### src/lsc_defines.svh
`ifndef LSC_DEFINES_SVH
`define LSC_DEFINES_SVH

// ----------------------------------------
// geometry
// ----------------------------------------
`define LSC_ADDR_W     8
`define LSC_DATA_W     32
`define LSC_LUT_DEPTH  16
`define LSC_LUT_IN     4
`define LSC_CELLS      4
`define LSC_SLICES     2
`define LSC_CPS        2
`define LSC_CFG_W      17

// ----------------------------------------
// register offsets
// ----------------------------------------
`define LSC_OFS_LUT0   8'h00
`define LSC_OFS_CFG0   8'h10
`define LSC_OFS_CFG1   8'h14
`define LSC_OFS_STAT   8'h18
`define LSC_F_WORD     1:0
`define LSC_F_LUTIDX   3:2

// ----------------------------------------
// slice config fields
// ----------------------------------------
`define LSC_F_MODE     2:0
`define LSC_B_LATCH0   3
`define LSC_B_ASYNC    5
`define LSC_B_INVCLK   6
`define LSC_B_INVCE    7
`define LSC_B_INVINIT  8
`define LSC_B_INVINV   9
`define LSC_B_INVWE    10
`define LSC_B_INITV0   11
`define LSC_B_DSEL0    13
`define LSC_B_OSEL0    15

// ----------------------------------------
// reset values
// ----------------------------------------
`define LSC_CFG_RST    17'h00000
`define LSC_LUT_RST    16'h0000

`endif

### src/lsc_pkg.sv
`include "lsc_defines.svh"
package lsc_pkg;
  typedef logic [`LSC_ADDR_W-1:0]    lsc_addr_t;
  typedef logic [`LSC_DATA_W-1:0]    lsc_data_t;
  typedef logic [`LSC_LUT_DEPTH-1:0] lsc_lut_t;
  typedef logic [`LSC_CFG_W-1:0]     lsc_cfg_t;
  typedef enum logic [2:0] {
    LSC_LOGIC  = 3'b000,
    LSC_RAM1   = 3'b001,
    LSC_RAM2   = 3'b010,
    LSC_RAM32  = 3'b011,
    LSC_RAMDP  = 3'b100,
    LSC_SHIFT  = 3'b101
  } lsc_mode_e;
endpackage

### src/lsc_logic_block.sv
// Local design decisions: the address map and strobed register access.
`timescale 1ns/1ps
`include "lsc_defines.svh"
// ----------------------------------------
// Functional notes
// - each cell has a four-input table, carry logic and one storage element.
// - table output feeds both cell output and the flop data input.
// - four cells per block, two identical slices of two cells.
// - extra muxes join tables into five- and six-input functions.
// - each table can act as a sixteen by one synchronous ram.
// - slice tables combine as 16x2, 32x1 or 16x1 dual-port ram.
// - each table can act as a sixteen-stage shift register.
// - storage element is either edge flop or transparent latch.
// - storage data comes from table output or direct slice input.
// - each slice has clock and clock enable for its storage.
// - init force drives storage to its configured initial value.
// - invert force drives storage to the complement of initial value.
// - forces act synchronously by default, asynchronously when configured.
// - each slice control invertible, shared by both slice flops.
// ----------------------------------------
module lsc_logic_block (
  input  wire logic                               sys_clk,
  input  wire logic                               sys_rst,
  input  wire lsc_pkg::lsc_addr_t                 regAddr,
  input  wire lsc_pkg::lsc_data_t                 regWdata,
  input  wire logic                               regWr,
  input  wire logic                               regRd,
  output lsc_pkg::lsc_data_t                      regRdata,
  input  wire logic [`LSC_SLICES-1:0]             sliceClk,
  input  wire logic [`LSC_SLICES-1:0]             sliceCe,
  input  wire logic [`LSC_SLICES-1:0]             initForce,
  input  wire logic [`LSC_SLICES-1:0]             invertForce,
  input  wire logic [`LSC_SLICES-1:0]             sliceWe,
  input  wire logic [`LSC_SLICES-1:0]             f5Sel,
  input  wire logic                               f6Sel,
  input  wire logic                               carryIn,
  input  wire logic [`LSC_CELLS*`LSC_LUT_IN-1:0]  lutIn,
  input  wire logic [`LSC_CELLS-1:0]              directIn,
  output logic      [`LSC_CELLS-1:0]              cellOut,
  output logic      [`LSC_CELLS-1:0]              cellQ,
  output logic      [`LSC_SLICES-1:0]             f5Out,
  output logic                                    f6Out,
  output logic                                    carryOut
);
  import lsc_pkg::*;

  // ----------------------------------------
  // helpers
  // ----------------------------------------
  function automatic logic isRam(input lsc_mode_e m);
    isRam = (m == LSC_RAM1) || (m == LSC_RAM2) || (m == LSC_RAM32) || (m == LSC_RAMDP);
  endfunction

  function automatic logic sharedAddr(input lsc_mode_e m);
    sharedAddr = (m == LSC_RAM2) || (m == LSC_RAM32);
  endfunction

  // ----------------------------------------
  // state and nets
  // ----------------------------------------
  lsc_cfg_t                  sliceCfg [`LSC_SLICES];
  logic [`LSC_SLICES-1:0]    clkPrev;
  logic [`LSC_SLICES-1:0]    clkLvl;
  logic [`LSC_SLICES-1:0]    clkEdge;
  logic [`LSC_SLICES-1:0]    ceLvl;
  logic [`LSC_SLICES-1:0]    initLvl;
  logic [`LSC_SLICES-1:0]    invLvl;
  logic [`LSC_SLICES-1:0]    weLvl;
  logic [`LSC_SLICES-1:0]    tableEdge;
  logic [`LSC_SLICES-1:0]    f5Comb;
  lsc_mode_e                 mode [`LSC_SLICES];
  lsc_lut_t                  lutBits [`LSC_CELLS];
  logic [`LSC_CELLS-1:0]     lutOut;
  logic [`LSC_CELLS-1:0]     sumOut;
  logic [`LSC_CELLS-1:0]     outComb;
  logic [`LSC_CELLS-1:0]     lutLoad;
  logic [`LSC_CELLS:0]       carry;
  logic                      f6Comb;
  logic                      wordOk;
  lsc_data_t                 next_regRdata;
  lsc_data_t                 statusWord;
  logic [$clog2(`LSC_CELLS)-1:0] lutIdx;

  assign carry[0] = carryIn;

  // ----------------------------------------
  // slices
  // ----------------------------------------
  // two slices of two cells
  for (genvar s = 0; s < `LSC_SLICES; s++) begin : g_slice
    // per-control inversion, shared by both cells
    assign mode[s]    = lsc_mode_e'(sliceCfg[s][`LSC_F_MODE]);
    assign clkLvl[s]  = sliceClk[s] ^ sliceCfg[s][`LSC_B_INVCLK];
    assign ceLvl[s]   = sliceCe[s] ^ sliceCfg[s][`LSC_B_INVCE];
    assign initLvl[s] = initForce[s] ^ sliceCfg[s][`LSC_B_INVINIT];
    assign invLvl[s]  = invertForce[s] ^ sliceCfg[s][`LSC_B_INVINV];
    assign weLvl[s]   = sliceWe[s] ^ sliceCfg[s][`LSC_B_INVWE];
    // slice clock is sampled, so an edge is seen one sys_clk late
    assign clkEdge[s] = clkLvl[s] & ~clkPrev[s];
    // table edge needs clock edge, ce and we
    assign tableEdge[s] = clkEdge[s] & ceLvl[s] & weLvl[s];
    // five-input function from the slice pair
    assign f5Comb[s] = f5Sel[s] ? lutOut[s*`LSC_CPS+1] : lutOut[s*`LSC_CPS];

    for (genvar j = 0; j < `LSC_CPS; j++) begin : g_cell
      localparam int C = s * `LSC_CPS + j;
      localparam int B = s * `LSC_CPS;
      logic [`LSC_LUT_IN-1:0] ownAddr;
      logic [`LSC_LUT_IN-1:0] baseAddr;
      logic [`LSC_LUT_IN-1:0] wrAddr;
      logic [`LSC_LUT_IN-1:0] rdAddr;
      logic                   wrData;
      logic                   wrEn;
      logic                   shiftEn;
      logic                   dSel;

      assign ownAddr  = lutIn[C*`LSC_LUT_IN +: `LSC_LUT_IN];
      assign baseAddr = lutIn[B*`LSC_LUT_IN +: `LSC_LUT_IN];
      // paired modes write at the first cell's address; dual-port reads at its own
      assign wrAddr = (mode[s] == LSC_RAM1) ? ownAddr : baseAddr;
      assign rdAddr = sharedAddr(mode[s]) ? baseAddr : ownAddr;
      assign wrData = (mode[s] == LSC_RAM1 || mode[s] == LSC_RAM2) ?
                      directIn[C] : directIn[B];
      // 32x1 picks the half with f5Sel as top address bit
      assign wrEn = tableEdge[s] & isRam(mode[s]) &
                    ((mode[s] != LSC_RAM32) || (f5Sel[s] == 1'(j)));
      // serial data enters on the cell direct input
      assign shiftEn = tableEdge[s] & (mode[s] == LSC_SHIFT);
      assign lutLoad[C] = regWr & wordOk &
                          (regAddr[`LSC_F_LUTIDX] == 2'(C)) &
                          (regAddr < `LSC_OFS_CFG0);

      // table storage, also ram and shift register
      lsc_lut_mem #(
        .DEPTH (`LSC_LUT_DEPTH)
      ) u_lut (
        .sys_clk  (sys_clk),
        .sys_rst  (sys_rst),
        .load     (lutLoad[C]),
        .loadData (regWdata[`LSC_LUT_DEPTH-1:0]),
        .wrEn     (wrEn),
        .wrAddr   (wrAddr),
        .wrData   (wrData),
        .shiftEn  (shiftEn),
        .shiftIn  (directIn[C]),
        .bits     (lutBits[C])
      );

      assign lutOut[C] = lutBits[C][rdAddr];
      // carry passes when table is one, else first input
      assign carry[C+1] = lutOut[C] ? carry[C] : ownAddr[0];
      assign sumOut[C]  = lutOut[C] ^ carry[C];
      assign outComb[C] = sliceCfg[s][`LSC_B_OSEL0 + j] ? sumOut[C] : lutOut[C];
      // flop data from table or direct input
      assign dSel = sliceCfg[s][`LSC_B_DSEL0 + j];

      // async option lets forces bypass the slice edge
      lsc_store_elem u_store (
        .sys_clk    (sys_clk),
        .sys_rst    (sys_rst),
        .dIn        (dSel ? directIn[C] : lutOut[C]),
        .ceLvl      (ceLvl[s]),
        .clkEdge    (clkEdge[s]),
        .gateOpen   (clkLvl[s]),
        .isLatch    (sliceCfg[s][`LSC_B_LATCH0 + j]),
        .asyncForce (sliceCfg[s][`LSC_B_ASYNC]),
        .initLvl    (initLvl[s]),
        .invLvl     (invLvl[s]),
        .initVal    (sliceCfg[s][`LSC_B_INITV0 + j]),
        .q          (cellQ[C])
      );
    end
  end

  assign f6Comb = f6Sel ? f5Comb[1] : f5Comb[0];

  // ----------------------------------------
  // register decode
  // ----------------------------------------
  assign wordOk = regAddr[`LSC_F_WORD] == '0;
  assign lutIdx = regAddr[`LSC_F_LUTIDX];
  assign statusWord = `LSC_DATA_W'({carryOut, f6Out, f5Out, cellOut, cellQ});
  // unmapped or unaligned reads return zero
  assign next_regRdata =
    !regRd                                ? '0 :
    (wordOk && regAddr < `LSC_OFS_CFG0)   ? `LSC_DATA_W'(lutBits[lutIdx]) :
    (regAddr == `LSC_OFS_CFG0)            ? `LSC_DATA_W'(sliceCfg[0]) :
    (regAddr == `LSC_OFS_CFG1)            ? `LSC_DATA_W'(sliceCfg[1]) :
    (regAddr == `LSC_OFS_STAT)            ? statusWord : '0;

  // ----------------------------------------
  // registers
  // ----------------------------------------
  always_ff @(posedge sys_clk or posedge sys_rst) begin
    if (sys_rst) begin
      sliceCfg[0] <= `LSC_CFG_RST;
      sliceCfg[1] <= `LSC_CFG_RST;
    end else if (regWr && regAddr == `LSC_OFS_CFG0) begin
      sliceCfg[0] <= regWdata[`LSC_CFG_W-1:0];
    end else if (regWr && regAddr == `LSC_OFS_CFG1) begin
      sliceCfg[1] <= regWdata[`LSC_CFG_W-1:0];
    end
  end

  always_ff @(posedge sys_clk or posedge sys_rst) begin
    if (sys_rst) begin
      clkPrev  <= '0;
      regRdata <= '0;
    end else begin
      clkPrev  <= clkLvl;
      regRdata <= next_regRdata;
    end
  end

  // outputs are flopped, so combinational paths show one cycle late
  always_ff @(posedge sys_clk or posedge sys_rst) begin
    if (sys_rst) begin
      cellOut  <= '0;
      f5Out    <= '0;
      f6Out    <= 1'b0;
      carryOut <= 1'b0;
    end else begin
      cellOut  <= outComb;
      f5Out    <= f5Comb;
      f6Out    <= f6Comb;
      carryOut <= carry[`LSC_CELLS];
    end
  end

  // ----------------------------------------
  // checks
  // ----------------------------------------
  a_gen_drives_out: assert property (
    @(posedge sys_clk) disable iff (sys_rst)
    !sliceCfg[0][`LSC_B_OSEL0] |=> cellOut[0] == $past(lutOut[0]))
    else $error("cell output not table output");

  a_wide_func: assert property (
    @(posedge sys_clk) disable iff (sys_rst)
    (f6Sel && f5Sel[1]) |=> f6Out == $past(lutOut[3]))
    else $error("six-input mux wrong");

  a_read_unmapped: assert property (
    @(posedge sys_clk) disable iff (sys_rst)
    (regRd && regAddr > `LSC_OFS_STAT) |=> regRdata == '0)
    else $error("unmapped read not zero");

  a_read_cfg: assert property (
    @(posedge sys_clk) disable iff (sys_rst)
    (regRd && regAddr == `LSC_OFS_CFG0) |=> regRdata == `LSC_DATA_W'($past(sliceCfg[0])))
    else $error("config read wrong");

  // read data stand one cycle, so a late sampler sees zero
  a_read_idle: assert property (
    @(posedge sys_clk) disable iff (sys_rst)
    !regRd |=> regRdata == '0)
    else $error("read data held past its cycle");

  a_ram32_half: assert property (
    @(posedge sys_clk) disable iff (sys_rst)
    (mode[0] == LSC_RAM32 && f5Sel[0] && !lutLoad[0]) |=> $stable(lutBits[0]))
    else $error("wide ram wrote the wrong half");

  a_dp_same_word: assert property (
    @(posedge sys_clk) disable iff (sys_rst)
    (mode[0] == LSC_RAMDP && tableEdge[0] && !lutLoad[0] && !lutLoad[1]) |=>
      lutBits[0][$past(lutIn[`LSC_LUT_IN-1:0])] == lutBits[1][$past(lutIn[`LSC_LUT_IN-1:0])])
    else $error("dual-port tables differ at write address");

  a_ram2_own_data: assert property (
    @(posedge sys_clk) disable iff (sys_rst)
    (mode[0] == LSC_RAM2 && tableEdge[0] && !lutLoad[1]) |=>
      lutBits[1][$past(lutIn[`LSC_LUT_IN-1:0])] == $past(directIn[1]))
    else $error("two-bit ram upper bit lost");

  a_we_low_holds: assert property (
    @(posedge sys_clk) disable iff (sys_rst)
    (!weLvl[0] && !lutLoad[0]) |=> $stable(lutBits[0]))
    else $error("table moved with write enable low");

  a_flop_holds: assert property (
    @(posedge sys_clk) disable iff (sys_rst)
    (!clkEdge[0] && !sliceCfg[0][`LSC_B_LATCH0] && !sliceCfg[0][`LSC_B_ASYNC]) |=>
      $stable(cellQ[0]))
    else $error("flop moved between slice edges");

  a_direct_path: assert property (
    @(posedge sys_clk) disable iff (sys_rst)
    (clkEdge[0] && ceLvl[0] && !initLvl[0] && !invLvl[0] && sliceCfg[0][`LSC_B_DSEL0] &&
     !sliceCfg[0][`LSC_B_LATCH0]) |=> cellQ[0] == $past(directIn[0]))
    else $error("flop missed the direct input");

  a_async_init: assert property (
    @(posedge sys_clk) disable iff (sys_rst)
    (initLvl[0] && sliceCfg[0][`LSC_B_ASYNC]) |=>
      cellQ[0] == $past(sliceCfg[0][`LSC_B_INITV0]))
    else $error("init force missed configured value");

  a_carry_pass: assert property (
    @(posedge sys_clk) disable iff (sys_rst)
    lutOut[3] |=> carryOut == $past(carry[3]))
    else $error("carry did not propagate");
endmodule

### src/lsc_lut_mem.sv
`timescale 1ns/1ps
`include "lsc_defines.svh"
module lsc_lut_mem #(
  parameter int DEPTH = `LSC_LUT_DEPTH
) (
  input  wire logic                     sys_clk,
  input  wire logic                     sys_rst,
  input  wire logic                     load,
  input  wire logic [DEPTH-1:0]         loadData,
  input  wire logic                     wrEn,
  input  wire logic [$clog2(DEPTH)-1:0] wrAddr,
  input  wire logic                     wrData,
  input  wire logic                     shiftEn,
  input  wire logic                     shiftIn,
  output logic      [DEPTH-1:0]         bits
);
  import lsc_pkg::*;

  logic [DEPTH-1:0] oneHot;
  logic [DEPTH-1:0] next_bits;

  // config load wins over user writes
  assign oneHot    = DEPTH'(1) << wrAddr;
  assign next_bits = load    ? loadData :
                     wrEn    ? ((bits & ~oneHot) | ({DEPTH{wrData}} & oneHot)) :
                     shiftEn ? {bits[DEPTH-2:0], shiftIn} : bits;

  always_ff @(posedge sys_clk or posedge sys_rst) begin
    if (sys_rst) begin
      bits <= DEPTH'(`LSC_LUT_RST);
    end else begin
      bits <= next_bits;
    end
  end

  a_ram_write_lands: assert property (
    @(posedge sys_clk) disable iff (sys_rst)
    (wrEn && !load) |=> bits[$past(wrAddr)] == $past(wrData))
    else $error("ram write lost");

  a_shift_moves: assert property (
    @(posedge sys_clk) disable iff (sys_rst)
    (shiftEn && !wrEn && !load) |=> bits == {$past(bits[DEPTH-2:0]), $past(shiftIn)})
    else $error("shift register did not advance");

  a_table_quiet: assert property (
    @(posedge sys_clk) disable iff (sys_rst)
    (!load && !wrEn && !shiftEn) |=> $stable(bits))
    else $error("table changed without write");
endmodule

### src/lsc_store_elem.sv
`timescale 1ns/1ps
module lsc_store_elem (
  input  wire logic sys_clk,
  input  wire logic sys_rst,
  input  wire logic dIn,
  input  wire logic ceLvl,
  input  wire logic clkEdge,
  input  wire logic gateOpen,
  input  wire logic isLatch,
  input  wire logic asyncForce,
  input  wire logic initLvl,
  input  wire logic invLvl,
  input  wire logic initVal,
  output logic      q
);
  import lsc_pkg::*;

  logic anyForce;
  logic forceVal;
  logic takes;
  logic next_q;

  assign anyForce = initLvl | invLvl;
  assign forceVal = initLvl ? initVal : ~initVal;
  // latch takes while gate is open
  assign takes    = isLatch ? gateOpen : clkEdge;
  assign next_q   = (asyncForce && anyForce) ? forceVal :
                    (takes && anyForce)      ? forceVal :
                    (takes && ceLvl)         ? dIn : q;

  always_ff @(posedge sys_clk or posedge sys_rst) begin
    if (sys_rst) begin
      q <= 1'b0;
    end else begin
      q <= next_q;
    end
  end

  a_init_wins: assert property (
    @(posedge sys_clk) disable iff (sys_rst)
    (initLvl && invLvl && (asyncForce || takes)) |=> q == $past(initVal))
    else $error("init force lost priority");

  a_invert_force: assert property (
    @(posedge sys_clk) disable iff (sys_rst)
    (!initLvl && invLvl && (asyncForce || takes)) |=> q == !$past(initVal))
    else $error("invert force wrong value");

  a_sync_force_waits: assert property (
    @(posedge sys_clk) disable iff (sys_rst)
    (!asyncForce && !takes) |=> q == $past(q))
    else $error("sync force acted off edge");

  a_latch_follows: assert property (
    @(posedge sys_clk) disable iff (sys_rst)
    (isLatch && gateOpen && ceLvl && !anyForce) |=> q == $past(dIn))
    else $error("latch not transparent");

  a_ce_holds: assert property (
    @(posedge sys_clk) disable iff (sys_rst)
    (!isLatch && clkEdge && !ceLvl && !anyForce) |=> $stable(q))
    else $error("flop moved with ce low");
endmodule

### config.mk
export PLATFORM = sky130hd
export DESIGN_NAME = lsc_logic_block
export DESIGN_NICKNAME = d
export VERILOG_FILES = /design/src/lsc_pkg.sv /design/src/lsc_logic_block.sv /design/src/lsc_lut_mem.sv /design/src/lsc_store_elem.sv
export VERILOG_INCLUDE_DIRS = /design/src
export SDC_FILE = /design/constraint.sdc
export NUM_CORES = 1
export LEC_CHECK = 0
export ABC_CLOCK_PERIOD_IN_PS = 4500
export BUFFER_PORTS_ARGS = -buffer_cell sky130_fd_sc_hd__buf_2
export CORE_MARGIN = 1
export CORE_UTILIZATION = 59
export CTS_BUF_LIST = sky130_fd_sc_hd__clkbuf_8 sky130_fd_sc_hd__clkbuf_16
export CTS_CLUSTER_DIAMETER = 40
export CTS_CLUSTER_SIZE = 40
export DETAILED_ROUTE_END_ITERATION = 6
export HOLD_SLACK_MARGIN = 0.1
export PLACE_DENSITY = 0.81
export SLEW_MARGIN = 20
export SYNTH_ARGS = -nofsm -noshare
export SYNTH_HDL_FRONTEND = slang
export SYNTH_SLANG_ARGS = --single-unit
export TNS_END_PERCENT = 5
### constraint.sdc
create_clock -name sys_clk -period 4.5 [get_ports sys_clk]
set_input_delay 0.675 -clock sys_clk [delete_from_list [all_inputs] [get_ports sys_clk]]
set_output_delay 0.675 -clock sys_clk [all_outputs]
set_load 0.1 [all_outputs]
==> impl_metrics.env <==
export IMPL_clk_pin_slew_ps=60
export IMPL_ant_nets=0
export IMPL_syn_area_um2=8980
export IMPL_synth_cell_types=71
export IMPL_cts_max_path_buffers=2
export IMPL_drv_cap=0
export IMPL_drtIter0Drc=1138
export IMPL_finalCritPeriodShare_pct=70.0
export IMPL_ys_ff_latch=129
export IMPL_gr_total_overflow=0
export IMPL_preCtsSetupSlack_ps=972
export IMPL_synthFlopType="dfrtp_1"
export IMPL_num_vias=8508
export IMPL_async_flop_share_pct=100
export IMPL_die_h_um=125
export IMPL_finalSetupTns_ps=0
export IMPL_endpoint_kind="flop"
export IMPL_period_needed_ps=3150
export IMPL_cts_repair_resized=0
export IMPL_avgSynthCellArea_um2=9.64
export IMPL_fin_ws_ps=1350
export IMPL_internal_power_mw=2.57
export IMPL_viasPerCell=7.20
export IMPL_hp_class="primary input to asynchronous set/reset pin"
export IMPL_cts_tree="built"
export IMPL_synthCells=932
export IMPL_reg2reg_depth=7
export IMPL_placed_area_um2=9350
export IMPL_combPwrFrac_pct=20.3
export IMPL_clkPwrFrac_pct=42.8
export IMPL_rows=44
export IMPL_numPortBuffers=91
export IMPL_dieArea_um2=15700
export IMPL_crit_path_start_kind="primary input"
export IMPL_swShare_pct=32.2
export IMPL_path_max_fanout=17
export IMPL_nFillCells=1115
export IMPL_insertion_delay_ps=430
export IMPL_setup_violations_final=0
export IMPL_cts_buffers=17
export IMPL_final_cell_mix="dfrtp_1 (129), buf_2 (91), nand2_1 (85)"
export IMPL_drive_above_1_share_pct=26.1
export IMPL_finalPower_mw=3.80
export IMPL_clock_fmax_mhz=317
export IMPL_cellLeakagePower_nw=4.33
export IMPL_hold_buffers=0
export IMPL_ir_worst_vdd_mv=0.252
export IMPL_yosysSeqAreaShare_pct=35.9
export IMPL_detail_route_wirelength_um=29800
export IMPL_coreArea_um2=14700
export IMPL_cts_sinks=129
export IMPL_ys_warn_count=0
export IMPL_power_density_nw_per_um2=378
export IMPL_outcome="complete, but fails checks"
export IMPL_htree_levels=4
export IMPL_multi_input_comb_area_um2=5260
export IMPL_rsz0062_at_grt="no"
export IMPL_crit_required_ps=4780
export IMPL_seq_area_um2=3230
export IMPL_drv_slew=0
export IMPL_diodes=0
export IMPL_worstMarginPinSlew_ps=1160
export IMPL_area_growth_pct=11.7
export IMPL_gp_congestion=0.971
export IMPL_final_hold_viol_count=0
export IMPL_layout_nets=1062
export IMPL_cts_root_buf="clkbuf_16"
export IMPL_track_usage_pct=39.0
export IMPL_power_switching_mw=1.22
export IMPL_grt_first_pass_wirelength_um=46000
export IMPL_dr_pass1_iters=7
export IMPL_p_seq_share_pct=36.9
export IMPL_finalClockSkew_ps=11.2
export IMPL_synth_edf_count=0
export IMPL_start_util_pct=61.1
export IMPL_violations="DRC"
export IMPL_avgRoutedWirePerCell_um=25.2
export IMPL_final_common_cell="dfrtp_1"
export IMPL_hpwl_um=20600
export IMPL_crit_arrival_ps=3430
export IMPL_grt_pass1_vias=7806
export IMPL_worst_setup_path_type="primary input to flop"
export IMPL_antenna_found_initial=0
export IMPL_slew_headroom_pct=22.4
export IMPL_post_cts_buffers=0
export IMPL_die_w_um=125
export IMPL_grt_start_max_net_pins=77
export IMPL_final_util_pct=68.2
export IMPL_ios=122
export IMPL_finish_instance_area_um2=10000
export IMPL_drc=15
per-layer routing:
layer	GRT usage, %	part of all wire, %
met5	0	0
met1	52.2	37
met2	56.7	44
met3	10.8	13
met4	23.2	5.8
metrics by stage:
stage	cells	hold slack [ps]
floorplan	946	492
global placement	1149	524
detailed placement	1149	528
CTS	1181	487
global route	1181	526
finish	1181	428
cells in the mapped netlist, types with 24 or more instances:
| master | number | area share (%) |
|---|---|---|
| dfrtp_1 | 129 | 36 |
| nand2_1 | 85 | 3.6 |
| o21ai_0 | 74 | 4.1 |
| mux2_2 | 68 | 8.5 |
| a22oi_1 | 48 | 4.0 |
| nor2_1 | 46 | 1.9 |
| a31oi_1 | 33 | 2.3 |
| a21oi_1 | 32 | 1.8 |
| clkbuf_1 | 32 | 1.3 |
| mux4_2 | 29 | 7.3 |
| o211ai_1 | 26 | 2.2 |
| buf_4 | 24 | 2.0 |
logic make-up (layout without fill, tap and decap cells):
logic type | after synthesis | count (layout) | share of synthesized area [%]
AOI/OAI and AO/OA | 312 | 312 | 23.4
and+or+nand+nor | 254 | 254 | 15.0
DFF | 129 | 129 | 35.9
muxes | 116 | 116 | 18.0
buffers and inverters | 103 | 154 | 6.02
xor gates and xnor gates | 17 | 17 | 1.66
other | 1 | 15 | 0.0418
worst paths after layout:
kind | from | endpoint | slack [ps]
min in group sys_clk | sliceClk[1] | clkPrev[1]$_DFF_PP0_ | 520
worst min-delay path | sys_rst | g_slice[0].g_cell[0].u_store.q$_DFFE_PP0P_ | 430
worst max-delay path | regAddr[1] | flop | 1350
worst min register to register | sliceCfg[15]$_DFFE_PP0P_ | sliceCfg[15]$_DFFE_PP0P_ | 550
max in group asynchronous | sys_rst | asynchronous set/reset pin | 3050
worst max register to register | sliceCfg[6]$_DFFE_PP0P_ | flop | 1370
critical path, cell delays in order:
cell and delay, ps:
buf_2 110, or4_4 540, nor3_2 390, nand2_4 110, or3_1 620, nand2_2 410, a21o_1 420, a31oi_1 150
power groups by stage:
stage               clock network [mW]  logic [mW]  registers, mW
finish                            1.62       0.772           1.40
global route                      1.67       0.817           1.40
CTS                               1.62       0.759           1.39
detailed placement                   0       0.754           1.41
global placement                     0       0.741           1.41
floorplan                            0       0.547           1.41
layout make-up:
class | count | area share [%]
well taps | 184 | 2.30
clock inverters | 13 | 2.30
repair buffers | 104 | 5.51
multi-input cells | 714 | 52.5
flip-flops and latches | 129 | 32.2
clock buffers | 19 | 4.52
inverters | 18 | 0.699
(Power assumes the default switching activity.)
